<file path="src/design/isp_pkg.sv">
// Constants, field layout and state type of the two-wire slave serial port.
// Assumes a single system clock domain; pins are synchronised before use.

package isp_pkg;

    localparam logic [3:0] ISP_MODE_SLV7 = 4'h6;
    localparam logic [3:0] ISP_MODE_SLV10 = 4'h7;
    localparam logic [3:0] ISP_MODE_FWMST = 4'hB;
    localparam logic [3:0] ISP_MODE_SLV7_INT = 4'hE;
    localparam logic [3:0] ISP_MODE_SLV10_INT = 4'hF;

    localparam int ISP_CTL_OV = 6;
    localparam int ISP_CTL_EN = 5;
    localparam int ISP_CTL_CKP = 4;

    localparam int ISP_ST_DA = 5;
    localparam int ISP_ST_P = 4;
    localparam int ISP_ST_S = 3;
    localparam int ISP_ST_RW = 2;
    localparam int ISP_ST_UA = 1;
    localparam int ISP_ST_BF = 0;

    localparam logic [7:0] ISP_CTL_RST = 8'h00;
    localparam logic [7:0] ISP_ADR_RST = 8'h00;
    localparam logic [4:0] ISP_TEN_PREFIX = 5'h1E;
    localparam logic [3:0] ISP_BIT_LAST = 4'h8;
    localparam logic [3:0] ISP_ACK_SLOT = 4'h9;
    localparam logic [1:0] ISP_TB_HIGH = 2'h0;
    localparam logic [1:0] ISP_TB_LOW = 2'h1;
    localparam logic [1:0] ISP_TB_DONE = 2'h2;

    typedef enum logic [2:0] {
        ISP_IDLE,
        ISP_RX,
        ISP_ACK,
        ISP_TX,
        ISP_TXACK,
        ISP_SKIP
    } isp_state_t;

endpackage

</file>
<file path="src/design/isp_sync.sv">
// Two-flop synchroniser for pin levels.
// Assumes asynchronous inputs; only the second stage leaves the module.
`timescale 1ns/1ps
`default_nettype none

module isp_sync
    import isp_pkg::*;
#(
    parameter int W = 2
)
(
    input wire logic clk_i,
    input wire logic sys_rst_i,
    input wire logic [W-1:0] din_i,
    output logic [W-1:0] dout_o
);

    typedef struct packed {
        logic [W-1:0] meta;
        logic [W-1:0] stab;
    } isp_sync_t;

    isp_sync_t r_r;
    isp_sync_t r_nxt;

    always_comb
    begin
        r_nxt.meta = din_i;
        r_nxt.stab = r_r.meta;
    end

    // Idle bus level is high, so reset to high avoids a false edge
    always_ff @(posedge clk_i or posedge sys_rst_i)
    begin
        if (sys_rst_i)
            r_r <= '1;
        else
            r_r <= r_nxt;
    end

    assign dout_o = r_r.stab;

endmodule

`default_nettype wire

</file>
<file path="src/design/isp_slave.sv">
// Two-wire slave serial port: address match, acknowledge, buffer and stretching.
// Assumes software strobes are one-cycle pulses on clk_i; pins are open-drain.
`timescale 1ns/1ps
`default_nettype none

module isp_slave
    import isp_pkg::*;
(
    input wire logic clk_i,
    input wire logic sys_rst_i,
    input wire logic ctrl_wr_i,
    input wire logic [7:0] ctrl_wdata_i,
    input wire logic addr_wr_i,
    input wire logic [7:0] addr_wdata_i,
    input wire logic buf_wr_i,
    input wire logic [7:0] buf_wdata_i,
    input wire logic buf_rd_i,
    input wire logic irq_clr_i,
    input wire logic pin_dir_scl_i,
    input wire logic pin_dir_sda_i,
    input wire logic scl_i,
    input wire logic sda_i,
    output logic scl_o,
    output logic scl_oe_n_o,
    output logic sda_o,
    output logic sda_oe_n_o,
    output logic [7:0] serial_port_control_o,
    output logic [7:0] serial_port_status_o,
    output logic [7:0] rx_tx_buffer_o,
    output logic [7:0] own_address_o,
    output logic port_interrupt_flag_o
);

    typedef struct packed {
        isp_state_t st;
        logic [3:0] cnt;
        logic [7:0] shf;
        logic [7:0] rbuf;
        logic [7:0] adr;
        logic [3:0] mode;
        logic ov;
        logic en;
        logic clock_release_bit;
        logic da;
        logic p;
        logic s;
        logic rw;
        logic ua;
        logic ua_pend;
        logic bf;
        logic iflag;
        logic ackd;
        logic addr_ph;
        logic [1:0] tb;
        logic scl_q;
        logic sda_q;
        logic scl_oe_n;
        logic sda_oe_n;
    } isp_regs_t;

    isp_regs_t r_r;
    isp_regs_t r_nxt;

    logic [1:0] pins_s;
    logic scl_s, sda_s, scl_rise, scl_fall;
    logic start_det, stop_det, slave_on, ten_bit;
    logic first_hit, hit, ack_ok;

    function automatic logic is_slave(input logic [3:0] m);
        is_slave = (m == ISP_MODE_SLV7) || (m == ISP_MODE_SLV10) ||
                   (m == ISP_MODE_SLV7_INT) || (m == ISP_MODE_SLV10_INT);
    endfunction

    function automatic logic has_ss_int(input logic [3:0] m);
        has_ss_int = (m == ISP_MODE_SLV7_INT) || (m == ISP_MODE_SLV10_INT) ||
                     (m == ISP_MODE_FWMST);
    endfunction

    isp_sync #(.W(2)) u_sync (.clk_i(clk_i), .sys_rst_i(sys_rst_i), .din_i({scl_i, sda_i}),
        .dout_o(pins_s));

    assign scl_s = pins_s[1];
    assign sda_s = pins_s[0];
    assign scl_rise = scl_s && !r_r.scl_q;
    assign scl_fall = !scl_s && r_r.scl_q;
    assign start_det = scl_s && r_r.scl_q && r_r.sda_q && !sda_s;
    assign stop_det = scl_s && r_r.scl_q && !r_r.sda_q && sda_s;
    assign slave_on = r_r.en && is_slave(r_r.mode);
    assign ten_bit = r_r.mode[0];

    // 10-bit first byte carries the top address bits ahead of the direction bit
    assign first_hit = (r_r.shf[7:3] == ISP_TEN_PREFIX) &&
                       (r_r.shf[2:1] == r_r.adr[2:1]);

    assign hit = !ten_bit ? (r_r.shf[7:1] == r_r.adr[7:1]) :
                 (r_r.tb == ISP_TB_LOW) ? (r_r.shf == r_r.adr) :
                 (first_hit && (!r_r.shf[0] || r_r.tb == ISP_TB_DONE));

    assign ack_ok = !r_r.bf && !r_r.ov;

    always_comb
    begin
        r_nxt = r_r;
        r_nxt.scl_q = scl_s;
        r_nxt.sda_q = sda_s;
        if (ctrl_wr_i)
        begin
            r_nxt.ov = ctrl_wdata_i[ISP_CTL_OV];
            r_nxt.en = ctrl_wdata_i[ISP_CTL_EN];
            r_nxt.clock_release_bit = ctrl_wdata_i[ISP_CTL_CKP];
            r_nxt.mode = ctrl_wdata_i[3:0];
        end
        if (addr_wr_i)
        begin
            r_nxt.adr = addr_wdata_i;
            r_nxt.ua = 1'b0;
        end
        // Shifter is only loaded while transmitting so a receive is not corrupted
        if (buf_wr_i)
        begin
            r_nxt.rbuf = buf_wdata_i;
            if (r_r.rw)
            begin
                r_nxt.shf = buf_wdata_i;
                r_nxt.bf = 1'b1;
            end
        end
        if (buf_rd_i)
            r_nxt.bf = 1'b0;
        if (irq_clr_i)
            r_nxt.iflag = 1'b0;
        if (!r_r.en)
        begin
            r_nxt.st = ISP_IDLE;
            r_nxt.s = 1'b0;
            r_nxt.p = 1'b0;
            r_nxt.tb = ISP_TB_HIGH;
        end
        else if (start_det)
        begin
            r_nxt.s = 1'b1;
            r_nxt.p = 1'b0;
            r_nxt.iflag = r_nxt.iflag || has_ss_int(r_r.mode);
            r_nxt.st = slave_on ? ISP_RX : ISP_IDLE;
            r_nxt.cnt = 4'h0;
            r_nxt.addr_ph = 1'b1;
            if (ten_bit && r_r.tb == ISP_TB_LOW)
                r_nxt.tb = ISP_TB_HIGH;
        end
        else if (stop_det)
        begin
            r_nxt.p = 1'b1;
            r_nxt.s = 1'b0;
            r_nxt.iflag = r_nxt.iflag || has_ss_int(r_r.mode);
            r_nxt.st = ISP_IDLE;
            r_nxt.tb = ISP_TB_HIGH;
        end
        else if (slave_on)
        begin
            if (scl_rise)
                r_nxt.cnt = r_r.cnt + 4'h1;
            unique case (r_r.st)
                ISP_RX:
                begin
                    if (scl_rise)
                        r_nxt.shf = {r_r.shf[6:0], sda_s};
                    else if (scl_fall && r_r.cnt == ISP_BIT_LAST)
                    begin
                        if (!r_r.addr_ph || hit)
                        begin
                            r_nxt.st = ISP_ACK;
                            r_nxt.ackd = ack_ok;
                            r_nxt.da = !r_r.addr_ph;
                            if (ack_ok)
                            begin
                                r_nxt.rbuf = r_r.shf;
                                r_nxt.bf = 1'b1;
                            end
                            if (r_r.addr_ph)
                            begin
                                if (!ten_bit || r_r.tb != ISP_TB_LOW)
                                    r_nxt.rw = r_r.shf[0];
                                if (!ten_bit)
                                    r_nxt.addr_ph = 1'b0;
                                else if (r_r.tb == ISP_TB_LOW)
                                begin
                                    r_nxt.ua_pend = 1'b1;
                                    r_nxt.tb = ISP_TB_DONE;
                                    r_nxt.addr_ph = 1'b0;
                                end
                                else if (!r_r.shf[0])
                                begin
                                    r_nxt.ua_pend = 1'b1;
                                    r_nxt.tb = ISP_TB_LOW;
                                end
                                else
                                    r_nxt.addr_ph = 1'b0;
                            end
                        end
                        else
                            r_nxt.st = ISP_SKIP;
                    end
                end
                ISP_ACK:
                begin
                    if (scl_fall && r_r.cnt == ISP_ACK_SLOT)
                    begin
                        r_nxt.iflag = 1'b1;
                        r_nxt.cnt = 4'h0;
                        r_nxt.ua_pend = 1'b0;
                        if (r_r.ua_pend)
                            r_nxt.ua = 1'b1;
                        if (r_r.rw && !r_r.da && !r_r.addr_ph && r_r.ackd)
                        begin
                            r_nxt.st = ISP_TX;
                            r_nxt.clock_release_bit = 1'b0;
                            r_nxt.shf = r_r.rbuf;
                        end
                        else
                            r_nxt.st = ISP_RX;
                    end
                end
                ISP_TX:
                begin
                    if (scl_fall && r_r.cnt == ISP_BIT_LAST)
                        r_nxt.st = ISP_TXACK;
                    else if (scl_fall && r_r.cnt != 4'h0)
                        r_nxt.shf = {r_r.shf[6:0], 1'b0};
                end
                ISP_TXACK:
                begin
                    if (scl_rise)
                        r_nxt.ackd = !sda_s;
                    else if (scl_fall && r_r.cnt == ISP_ACK_SLOT)
                    begin
                        r_nxt.iflag = 1'b1;
                        r_nxt.cnt = 4'h0;
                        if (!r_r.ackd)
                        begin
                            r_nxt.st = ISP_IDLE;
                            r_nxt.da = 1'b0;
                            r_nxt.rw = 1'b0;
                            r_nxt.ua = 1'b0;
                            r_nxt.bf = 1'b0;
                        end
                        else
                        begin
                            r_nxt.st = ISP_TX;
                            r_nxt.da = 1'b1;
                            r_nxt.bf = 1'b0;
                            r_nxt.clock_release_bit = 1'b0;
                        end
                    end
                end
                ISP_IDLE, ISP_SKIP:
                begin
                end
            endcase
        end
        // Open-drain: only ever pull low, and only with the pin set as input
        r_nxt.sda_oe_n = !(slave_on && pin_dir_sda_i &&
                           ((r_nxt.st == ISP_ACK && r_nxt.ackd) ||
                            (r_nxt.st == ISP_TX && !r_nxt.shf[7])));
        r_nxt.scl_oe_n = !(slave_on && pin_dir_scl_i &&
                           (!r_nxt.clock_release_bit || r_nxt.ua));
    end

    always_ff @(posedge clk_i or posedge sys_rst_i)
    begin
        if (sys_rst_i)
        begin
            r_r <= '0;
            r_r.st <= ISP_IDLE;
            r_r.adr <= ISP_ADR_RST;
            r_r.scl_q <= 1'b1;
            r_r.sda_q <= 1'b1;
            r_r.scl_oe_n <= 1'b1;
            r_r.sda_oe_n <= 1'b1;
        end
        else
            r_r <= r_nxt;
    end

    assign scl_o = 1'b0;
    assign sda_o = 1'b0;
    assign scl_oe_n_o = r_r.scl_oe_n;
    assign sda_oe_n_o = r_r.sda_oe_n;
    assign serial_port_control_o = {1'b0, r_r.ov, r_r.en, r_r.clock_release_bit, r_r.mode};
    assign serial_port_status_o = {2'b00, r_r.da, r_r.p, r_r.s, r_r.rw, r_r.ua, r_r.bf};
    assign rx_tx_buffer_o = r_r.rbuf;
    assign own_address_o = r_r.adr;
    assign port_interrupt_flag_o = r_r.iflag;
endmodule

`default_nettype wire

</file>
<file path="config.mk">
export PLATFORM = sky130hd
export DESIGN_NAME = isp_slave
export DESIGN_NICKNAME = d
export VERILOG_FILES = /design/src/design/isp_pkg.sv /design/src/design/isp_sync.sv /design/src/design/isp_slave.sv
export SDC_FILE = /design/constraint.sdc
export NUM_CORES = 1
export LEC_CHECK = 0
export ABC_CLOCK_PERIOD_IN_PS = 4250
export BUFFER_PORTS_ARGS = -buffer_cell sky130_fd_sc_hd__buf_2
export CORE_MARGIN = 2
export CORE_UTILIZATION = 45
export CTS_CLUSTER_DIAMETER = 80
export DETAILED_ROUTE_END_ITERATION = 6
export MAX_ROUTING_LAYER = met4
export PLACE_DENSITY = 0.76
export SYNTH_ARGS = -nofsm -noshare
export SYNTH_HDL_FRONTEND = slang
export SYNTH_SLANG_ARGS = --single-unit
</file>
<file path="constraint.sdc">
create_clock -name clk_i -period 4.25 [get_ports clk_i]
set_input_delay 0.85 -clock clk_i [delete_from_list [all_inputs] [get_ports clk_i]]
set_output_delay 0.85 -clock clk_i [all_outputs]
set_load 0.03 [all_outputs]
</file>
==> impl_metrics.env, run 1 <==
export IMPL_cts_resized=0
export IMPL_slew_headroom=0.369
export IMPL_p_leak_uw=0.00172
export IMPL_yosysTopAreaCell="dfrtp_1"
export IMPL_vias_per_cell=5.81
export IMPL_dieArea_um2=8660
export IMPL_syn_to_final_growth_pct=9.82
export IMPL_setup_viol=0
export IMPL_hp_class="reg2reg"
export IMPL_cts_made_buffers=9
export IMPL_grt_pass1_vias=2847
export IMPL_core_area_um2=7690
export IMPL_h_tree_depth=3
export IMPL_status="completed"
export IMPL_yosysTopAreaCellShare=0.351
export IMPL_period_needed_ps=2680
export IMPL_synth_edf_count=0
export IMPL_worstPathRequired_ps=4510
export IMPL_worstSetupPathType="reg2reg"
export IMPL_cts_buffer_depth=2
export IMPL_drc_errors=0
export IMPL_regToRegEndpoint="sda_oe_n_o$_DFF_PP1_"
export IMPL_grt_pass1_wl_um=14200
export IMPL_crit_chain="nor3b_2, a21o_1, a211oi_1, o32a_1, o21ai_1, o221ai_2, a211o_1"
export IMPL_slew_violations=0
export IMPL_clk_pin_slew_ps=60
export IMPL_diodes=0
export IMPL_rows=32
export IMPL_portBuffers=65
export IMPL_die_w_um=93.0
export IMPL_fillers=730
export IMPL_rsz0062_at_grt="no"
export IMPL_wl_met1_um=3640
export IMPL_finalSetupTns_ps=0
export IMPL_fmaxAchievable_ghz=0.374
export IMPL_r2r_slack_ps=1570
export IMPL_top_layer_used="met4"
export IMPL_drv_cap=0
export IMPL_syn_inst=363
export IMPL_dr_wl_met3_um=542
export IMPL_insertion_delay_ps=340
export IMPL_ir_worst_vdd_v=0.000256
export IMPL_slowest_stage="dfrtp_1"
export IMPL_cts_tree="done"
export IMPL_avgSynthCellArea_um2=9.83
export IMPL_cp_top_family="compound AO/OA/AOI/OAI gates"
export IMPL_synth_area_leaders="dfrtp_1, buf_4, dfstp_2"
export IMPL_drt_iter0_drc=183
export IMPL_cts_sinks=58
export IMPL_fin_util=0.510
export IMPL_arrival_ps=2940
export IMPL_end_kind="flip-flop"
export IMPL_path_max_fanout=13
export IMPL_overflow=0
export IMPL_tightest_slew_ps=945
export IMPL_clock_root_buffer="clkbuf_8"
export IMPL_dp_hpwl_um=6200
export IMPL_vias=2895
export IMPL_dr_pass1_iters=4
export IMPL_grt_max_degree=47
export IMPL_ys_ff_latch=58
export IMPL_r2r_start="r_r[53]$_DFF_PP0_"
export IMPL_die_h_um=93.0
export IMPL_drive_gt1_frac=0.303
export IMPL_holdPathStages=0
export IMPL_async_flop_share=1.00
export IMPL_wl_met2_um=4170
export IMPL_ant_nets=0
export IMPL_yosysWarnings=0
export IMPL_hold_start="u_sync.r_nxt[1]$_DFF_PP1_"
export IMPL_initial_core_util=0.464
export IMPL_layoutNonFillerInstCount=498
export IMPL_critPathMaxStageDelay_ps=660
export IMPL_dp_cells=482
export IMPL_total_power_uw=1390
export IMPL_synth_cell_type_count=67
export IMPL_grt_usage=0.216
export IMPL_rr_worst_depth=7
export IMPL_synth_seq_area_share=0.410
export IMPL_hold_violations=0
export IMPL_period_share=0.630
export IMPL_postCtsSetupRepairBufs=0
export IMPL_cts_hold_buffers=0
export IMPL_power_density_nw_per_um2=356
export IMPL_startpoint_type="flip-flop"
export IMPL_cp_num_buf_inv=0
export IMPL_synthesis_area_um2=3570
export IMPL_wl_per_cell_um=17.2
export IMPL_ys_flop_type="dfrtp_1"
export IMPL_antenna_found_initial=0
export IMPL_final_setup_skew_ps=10.6
export IMPL_pin_count=72
export IMPL_nNetsFinal=429
export IMPL_routabilityCongestion=0.903
export IMPL_wl_um=8550
export IMPL_min_to="u_sync.dout_o[1]$_DFF_PP1_"
-- routing by layer --
layer | vias to the layer above | global-route usage
met5 | - | -
met4 | 0 | 0.0650
met3 | 13 | 0.0524
met2 | 111 | 0.348
met1 | 1427 | 0.271
li1 | 1344 | -
-- metrics by stage --
| step | hold WS, ps | setup slack [ps] | cell area [um2] |
|---|---|---|---|
| after global placement | 349 | 1680 | 3690 |
| final | 360 | 1570 | 3920 |
| after floorplan | 345 | 1990 | 3580 |
| after CTS | 361 | 1600 | 3920 |
| after global routing | 365 | 1420 | 3920 |
| after detailed placement | 350 | 1620 | 3690 |
-- logic make-up after synthesis --
family                   Yosys count  synth area share
AO/OA/AOI/OAI                     94             0.187
XOR/XNOR                          11            0.0270
other                              1           0.00105
AND/OR/NAND/NOR                   97             0.149
adder cells (fa/ha/maj)            4            0.0133
multiplexers                      35             0.104
buffers and inverters             63             0.110
flip-flops                        58             0.410
-- synthesized netlist by cell type (3+ instances only) --
master	count
clkbuf_1	9
nand4_1	3
a21oi_1	15
xor2_1	5
mux2i_1	19
or3_1	4
nor2_1	25
dfstp_2	8
a31oi_1	6
nand2_1	27
o22ai_1	8
nand2b_1	4
buf_2	7
dfrtp_1	50
nor3_1	3
o21ai_0	23
or2_2	3
mux2_2	16
ha_1	3
nand3_1	5
a22oi_1	9
buf_4	34
inv_1	10
nor2b_1	3
xnor2_1	6
o41ai_1	5
-- report_power, final --
group | switching [uW] | leakage [uW] | total, uW | internal [uW]
sequential | 35.4 | 0.000688 | 619 | 584
combinational | 122 | 0.000918 | 189 | 66.9
clock | 223 | 0.000117 | 585 | 362
-- sequential cells by signal (all words and copies together) (netlist names) --
register / count
serial_port_status_o: 6
sda_oe_n_o: 1
r_r: 22
u_sync.r_nxt: 2
serial_port_control_o: 7
rx_tx_buffer_o: 8
u_sync.dout_o: 2
scl_oe_n_o: 1
port_interrupt_flag_o: 1
own_address_o: 8
-- worst max path at each step --
stage | start | to | cells past startpoint
5_1_grt | r_r[48]$_DFFE_PP0P_ | rx_tx_buffer_o[2]$_DFF_PP0_ | 8
3_5_place_dp | r_r[3]$_DFF_PP1_ | sda_oe_n_o$_DFF_PP1_ | 6
4_1_cts | r_r[3]$_DFF_PP1_ | sda_oe_n_o$_DFF_PP1_ | 6
6_report | r_r[53]$_DFF_PP0_ | sda_oe_n_o$_DFF_PP1_ | 7
2_1_floorplan | sys_rst_i | own_address_o[0]$_DFFE_PP0P_ | 1
3_3_place_gp | r_r[3]$_DFF_PP1_ | sda_oe_n_o$_DFF_PP1_ | 6
-- cell type report --
| cell class | instances | area (um2) | share of cell area |
|---|---|---|---|
| sequential | 58 | 1460 | 0.373 |
| clock buffer | 12 | 155 | 0.0396 |
| multi-input combinational | 246 | 1730 | 0.441 |
| timing repair buffer | 66 | 333 | 0.0850 |
| clock inverter | 4 | 73.8 | 0.0188 |
| tap | 102 | 128 | 0.0326 |
| inverter | 10 | 37.5 | 0.00958 |
-- placed cells by master, fill, tap and decap left out, types with 6 or more instances in the layout --
cell type,netlist,routed
mux2i_1,19,19
nor2_1,25,25
dfrtp_1,50,50
dfstp_2,8,8
a22oi_1,9,9
o22ai_1,8,8
buf_2,7,65
inv_1,10,9
mux2_2,16,16
nand2_1,27,27
o21ai_0,23,23
xnor2_1,6,6
clkbuf_8,0,11
a21oi_1,15,15
a31oi_1,6,6
No activity file was read; power rests on OpenSTA's default activity.
==> run 2, diff against run 1 <==
--- a/config.mk
+++ b/config.mk
@@ -5,7 +5,8 @@
 export SDC_FILE = /design/constraint.sdc
 export NUM_CORES = 1
 export LEC_CHECK = 0
-export ABC_CLOCK_PERIOD_IN_PS = 4250
+export ABC_AREA = 1
+export ABC_CLOCK_PERIOD_IN_PS = 2500
 export BUFFER_PORTS_ARGS = -buffer_cell sky130_fd_sc_hd__buf_2
 export CORE_MARGIN = 2
 export CORE_UTILIZATION = 45
==> constraint.sdc (replaced) <==
create_clock -name clk_i -period 2.5 [get_ports clk_i]
set_input_delay 0.5 -clock clk_i [delete_from_list [all_inputs] [get_ports clk_i]]
set_output_delay 0.5 -clock clk_i [all_outputs]
set_load 0.03 [all_outputs]
==> impl_metrics.env, run 2 <==
export IMPL_syn_inst=468
export IMPL_rows=32
export IMPL_slowest_stage="o41ai_1"
export IMPL_layoutNonFillerInstCount=622
export IMPL_fmaxAchievable_ghz=0.445
export IMPL_grt_pass1_wl_um=14400
export IMPL_status="completed"
export IMPL_dp_hpwl_um=6970
export IMPL_crit_chain="inv_1, ha_1, nand3_1, nor2_2, nand2_1, inv_1, nand2_2, nand2_1, inv_1, o41ai_1, buf_4, o211ai_1"
export IMPL_cts_buffer_depth=2
export IMPL_cts_sinks=58
export IMPL_tightest_slew_ps=634
export IMPL_drive_gt1_frac=0.227
export IMPL_synthesis_area_um2=3560
export IMPL_synth_cell_type_count=40
export IMPL_final_common_cell="nand2_1"
export IMPL_p_int_uw=1710
export IMPL_power_density_nw_per_um2=653
export IMPL_largest_register="r_r"
export IMPL_ys_flop_type="dfrtp_1"
export IMPL_yosysMostFrequentCell="nand2_1"
export IMPL_h_tree_depth=3
export IMPL_path_common_cell="inv_1"
export IMPL_avgSynthCellArea_um2=7.60
export IMPL_portBuffers=65
export IMPL_diodes=0
export IMPL_syn_to_final_growth_pct=12.1
export IMPL_postCtsSetupRepairBufs=0
export IMPL_routabilityCongestion=0.925
export IMPL_post_dp_cell_area_um2=3800
export IMPL_initial_core_util=0.463
export IMPL_end_kind="flip-flop"
export IMPL_ir_worst_vdd_v=0.000344
export IMPL_slew_headroom=0.577
export IMPL_largest_reg_flops=22
export IMPL_cts_made_buffers=9
export IMPL_p_switching_uw=892
export IMPL_r2r_start="r_r[48]$_DFFE_PP0P_"
export IMPL_r2r_slack_ps=250
export IMPL_setup_viol=0
export IMPL_async_flop_share=1.00
export IMPL_synth_common_cells="nand2_1, inv_1, dfrtp_1, nor2_1, o21ai_0"
export IMPL_drv_cap=0
export IMPL_period_needed_ps=2250
export IMPL_path_max_fanout=10
export IMPL_ys_ff_latch=58
export IMPL_pin_count=72
export IMPL_antenna_found_initial=0
export IMPL_p_seq_frac=0.456
export IMPL_cts_resized=0
export IMPL_synth_area_leaders="dfrtp_1, nand2_1, inv_1"
export IMPL_netSwitchingFraction=0.343
export IMPL_clkPwrFrac=0.324
export IMPL_worstPathRequired_ps=2760
export IMPL_core_area_um2=7690
export IMPL_regToRegEndpoint="scl_oe_n_o$_DFF_PP1_"
export IMPL_drc_errors=0
export IMPL_nNetsFinal=553
export IMPL_slew_violations=0
export IMPL_wl_um=9040
export IMPL_clock_root_buffer="clkbuf_8"
export IMPL_die_w_um=92.9
export IMPL_grt_usage=0.223
export IMPL_die_h_um=92.9
export IMPL_hp_class="in2async"
export IMPL_vias=3190
export IMPL_dp_cells=606
export IMPL_fin_area_um2=3990
export IMPL_dr_pass1_iters=6
export IMPL_rsz0062_at_grt="no"
export IMPL_synth_seq_area_share=0.411
export IMPL_finalSetupTns_ps=0
export IMPL_cts_tree="done"
export IMPL_yosysTopAreaCellShare=0.352
export IMPL_yosysWarnings=0
export IMPL_startpoint_type="flip-flop"
export IMPL_total_power_uw=2600
export IMPL_grt_max_degree=32
export IMPL_yosysTopAreaCell="dfrtp_1"
export IMPL_hold_violations=0
export IMPL_synth_edf_count=0
export IMPL_final_cell_mix="nand2_1, inv_1, buf_2"
export IMPL_critPathMaxStageDelay_ps=420
export IMPL_wl_per_cell_um=14.5
export IMPL_arrival_ps=2500
export IMPL_p_leak_uw=0.00196
export IMPL_ant_nets=0
export IMPL_grt_pass1_vias=2874
export IMPL_drt_iter0_drc=374
export IMPL_dieArea_um2=8630
export IMPL_clk_pin_slew_ps=80
export IMPL_final_setup_skew_ps=16.0
export IMPL_cts_hold_buffers=0
export IMPL_worstSetupPathType="reg2reg"
export IMPL_overflow=0
export IMPL_period_share=0.899
export IMPL_p_comb_frac=0.220
export IMPL_rr_worst_depth=12
export IMPL_vias_per_cell=5.13
export IMPL_insertion_delay_ps=350
==> run 2: cell count changes after synthesis, moves of 9 or more <==
cell,change
nor2_1,+21
mux2_2,-11
mux2i_1,-18
o21ai_0,+13
nand2_1,+80
inv_1,+61
nand3_1,+9
==> run 2: worst max path at each step <==
stage / cells past startpoint / end / from
5_1_grt: 12 / scl_oe_n_o$_DFF_PP1_ / r_r[48]$_DFFE_PP0P_
3_3_place_gp: 12 / scl_oe_n_o$_DFF_PP1_ / r_r[48]$_DFFE_PP0P_
6_report: 12 / scl_oe_n_o$_DFF_PP1_ / r_r[48]$_DFFE_PP0P_
3_5_place_dp: 12 / scl_oe_n_o$_DFF_PP1_ / r_r[48]$_DFFE_PP0P_
2_1_floorplan: 1 / own_address_o[0]$_DFFE_PP0P_ / sys_rst_i
4_1_cts: 12 / scl_oe_n_o$_DFF_PP1_ / r_r[48]$_DFFE_PP0P_
==> run 2: per-stage QoR <==
step	setup slack, ps	utilization	hold slack (ps)
finish	253	0.519	222
global route	46.1	0.519	247
global placement	329	0.494	346
detailed placement	298	0.494	349
floorplan	585	-	345
CTS	263	0.519	241
==> run 2: cell families (layout without fill, tap and decap cells) <==
kind of cell    after synthesis  after routing  synth area share
compound gates               82             82             0.135
simple gates                200            200             0.251
buf+inv                     111            159             0.155
fa+ha+maj                     3              3            0.0106
other cells                   1              5           0.00105
xor+xnor                      7              7            0.0172
flops                        58             58             0.411
mux                           6              6            0.0186
==> run 2: worst max-delay path, delay by kind of cell, from the launching register on <==
kind | cells | cell delay (ps)
AO/OA/AOI/OAI | 2 | 500
AND/OR/NAND/NOR | 5 | 620
adder cells (fa/ha/maj) | 1 | 150
flip-flops | 1 | 400
buffers and inverters | 4 | 490
==> run 2: final cells by class <==
class | count | area [um2]
clock buffer | 10 | 128
clock inverter | 6 | 58.8
fill | 763 | 3700
inverter | 72 | 270
multi-input combinational | 303 | 1560
sequential | 58 | 1460
tap | 102 | 128
timing repair buffer | 71 | 383
==> run 2: power groups by stage <==
stage	clock, uW	combinational, uW	sequential, uW
after global placement	0	553	1200
final	844	572	1190
after global routing	899	639	1200
after floorplan	0	472	1160
after detailed placement	0	568	1200
after CTS	851	571	1190
==> run 2: metal layers <==
metal  wire [um]  track usage  vias up
met5           0            -        -
li1            -            -     1571
met2        4090        0.327      121
met1        4270        0.314     1487
met3         544       0.0350       11
met4         129       0.0797        0
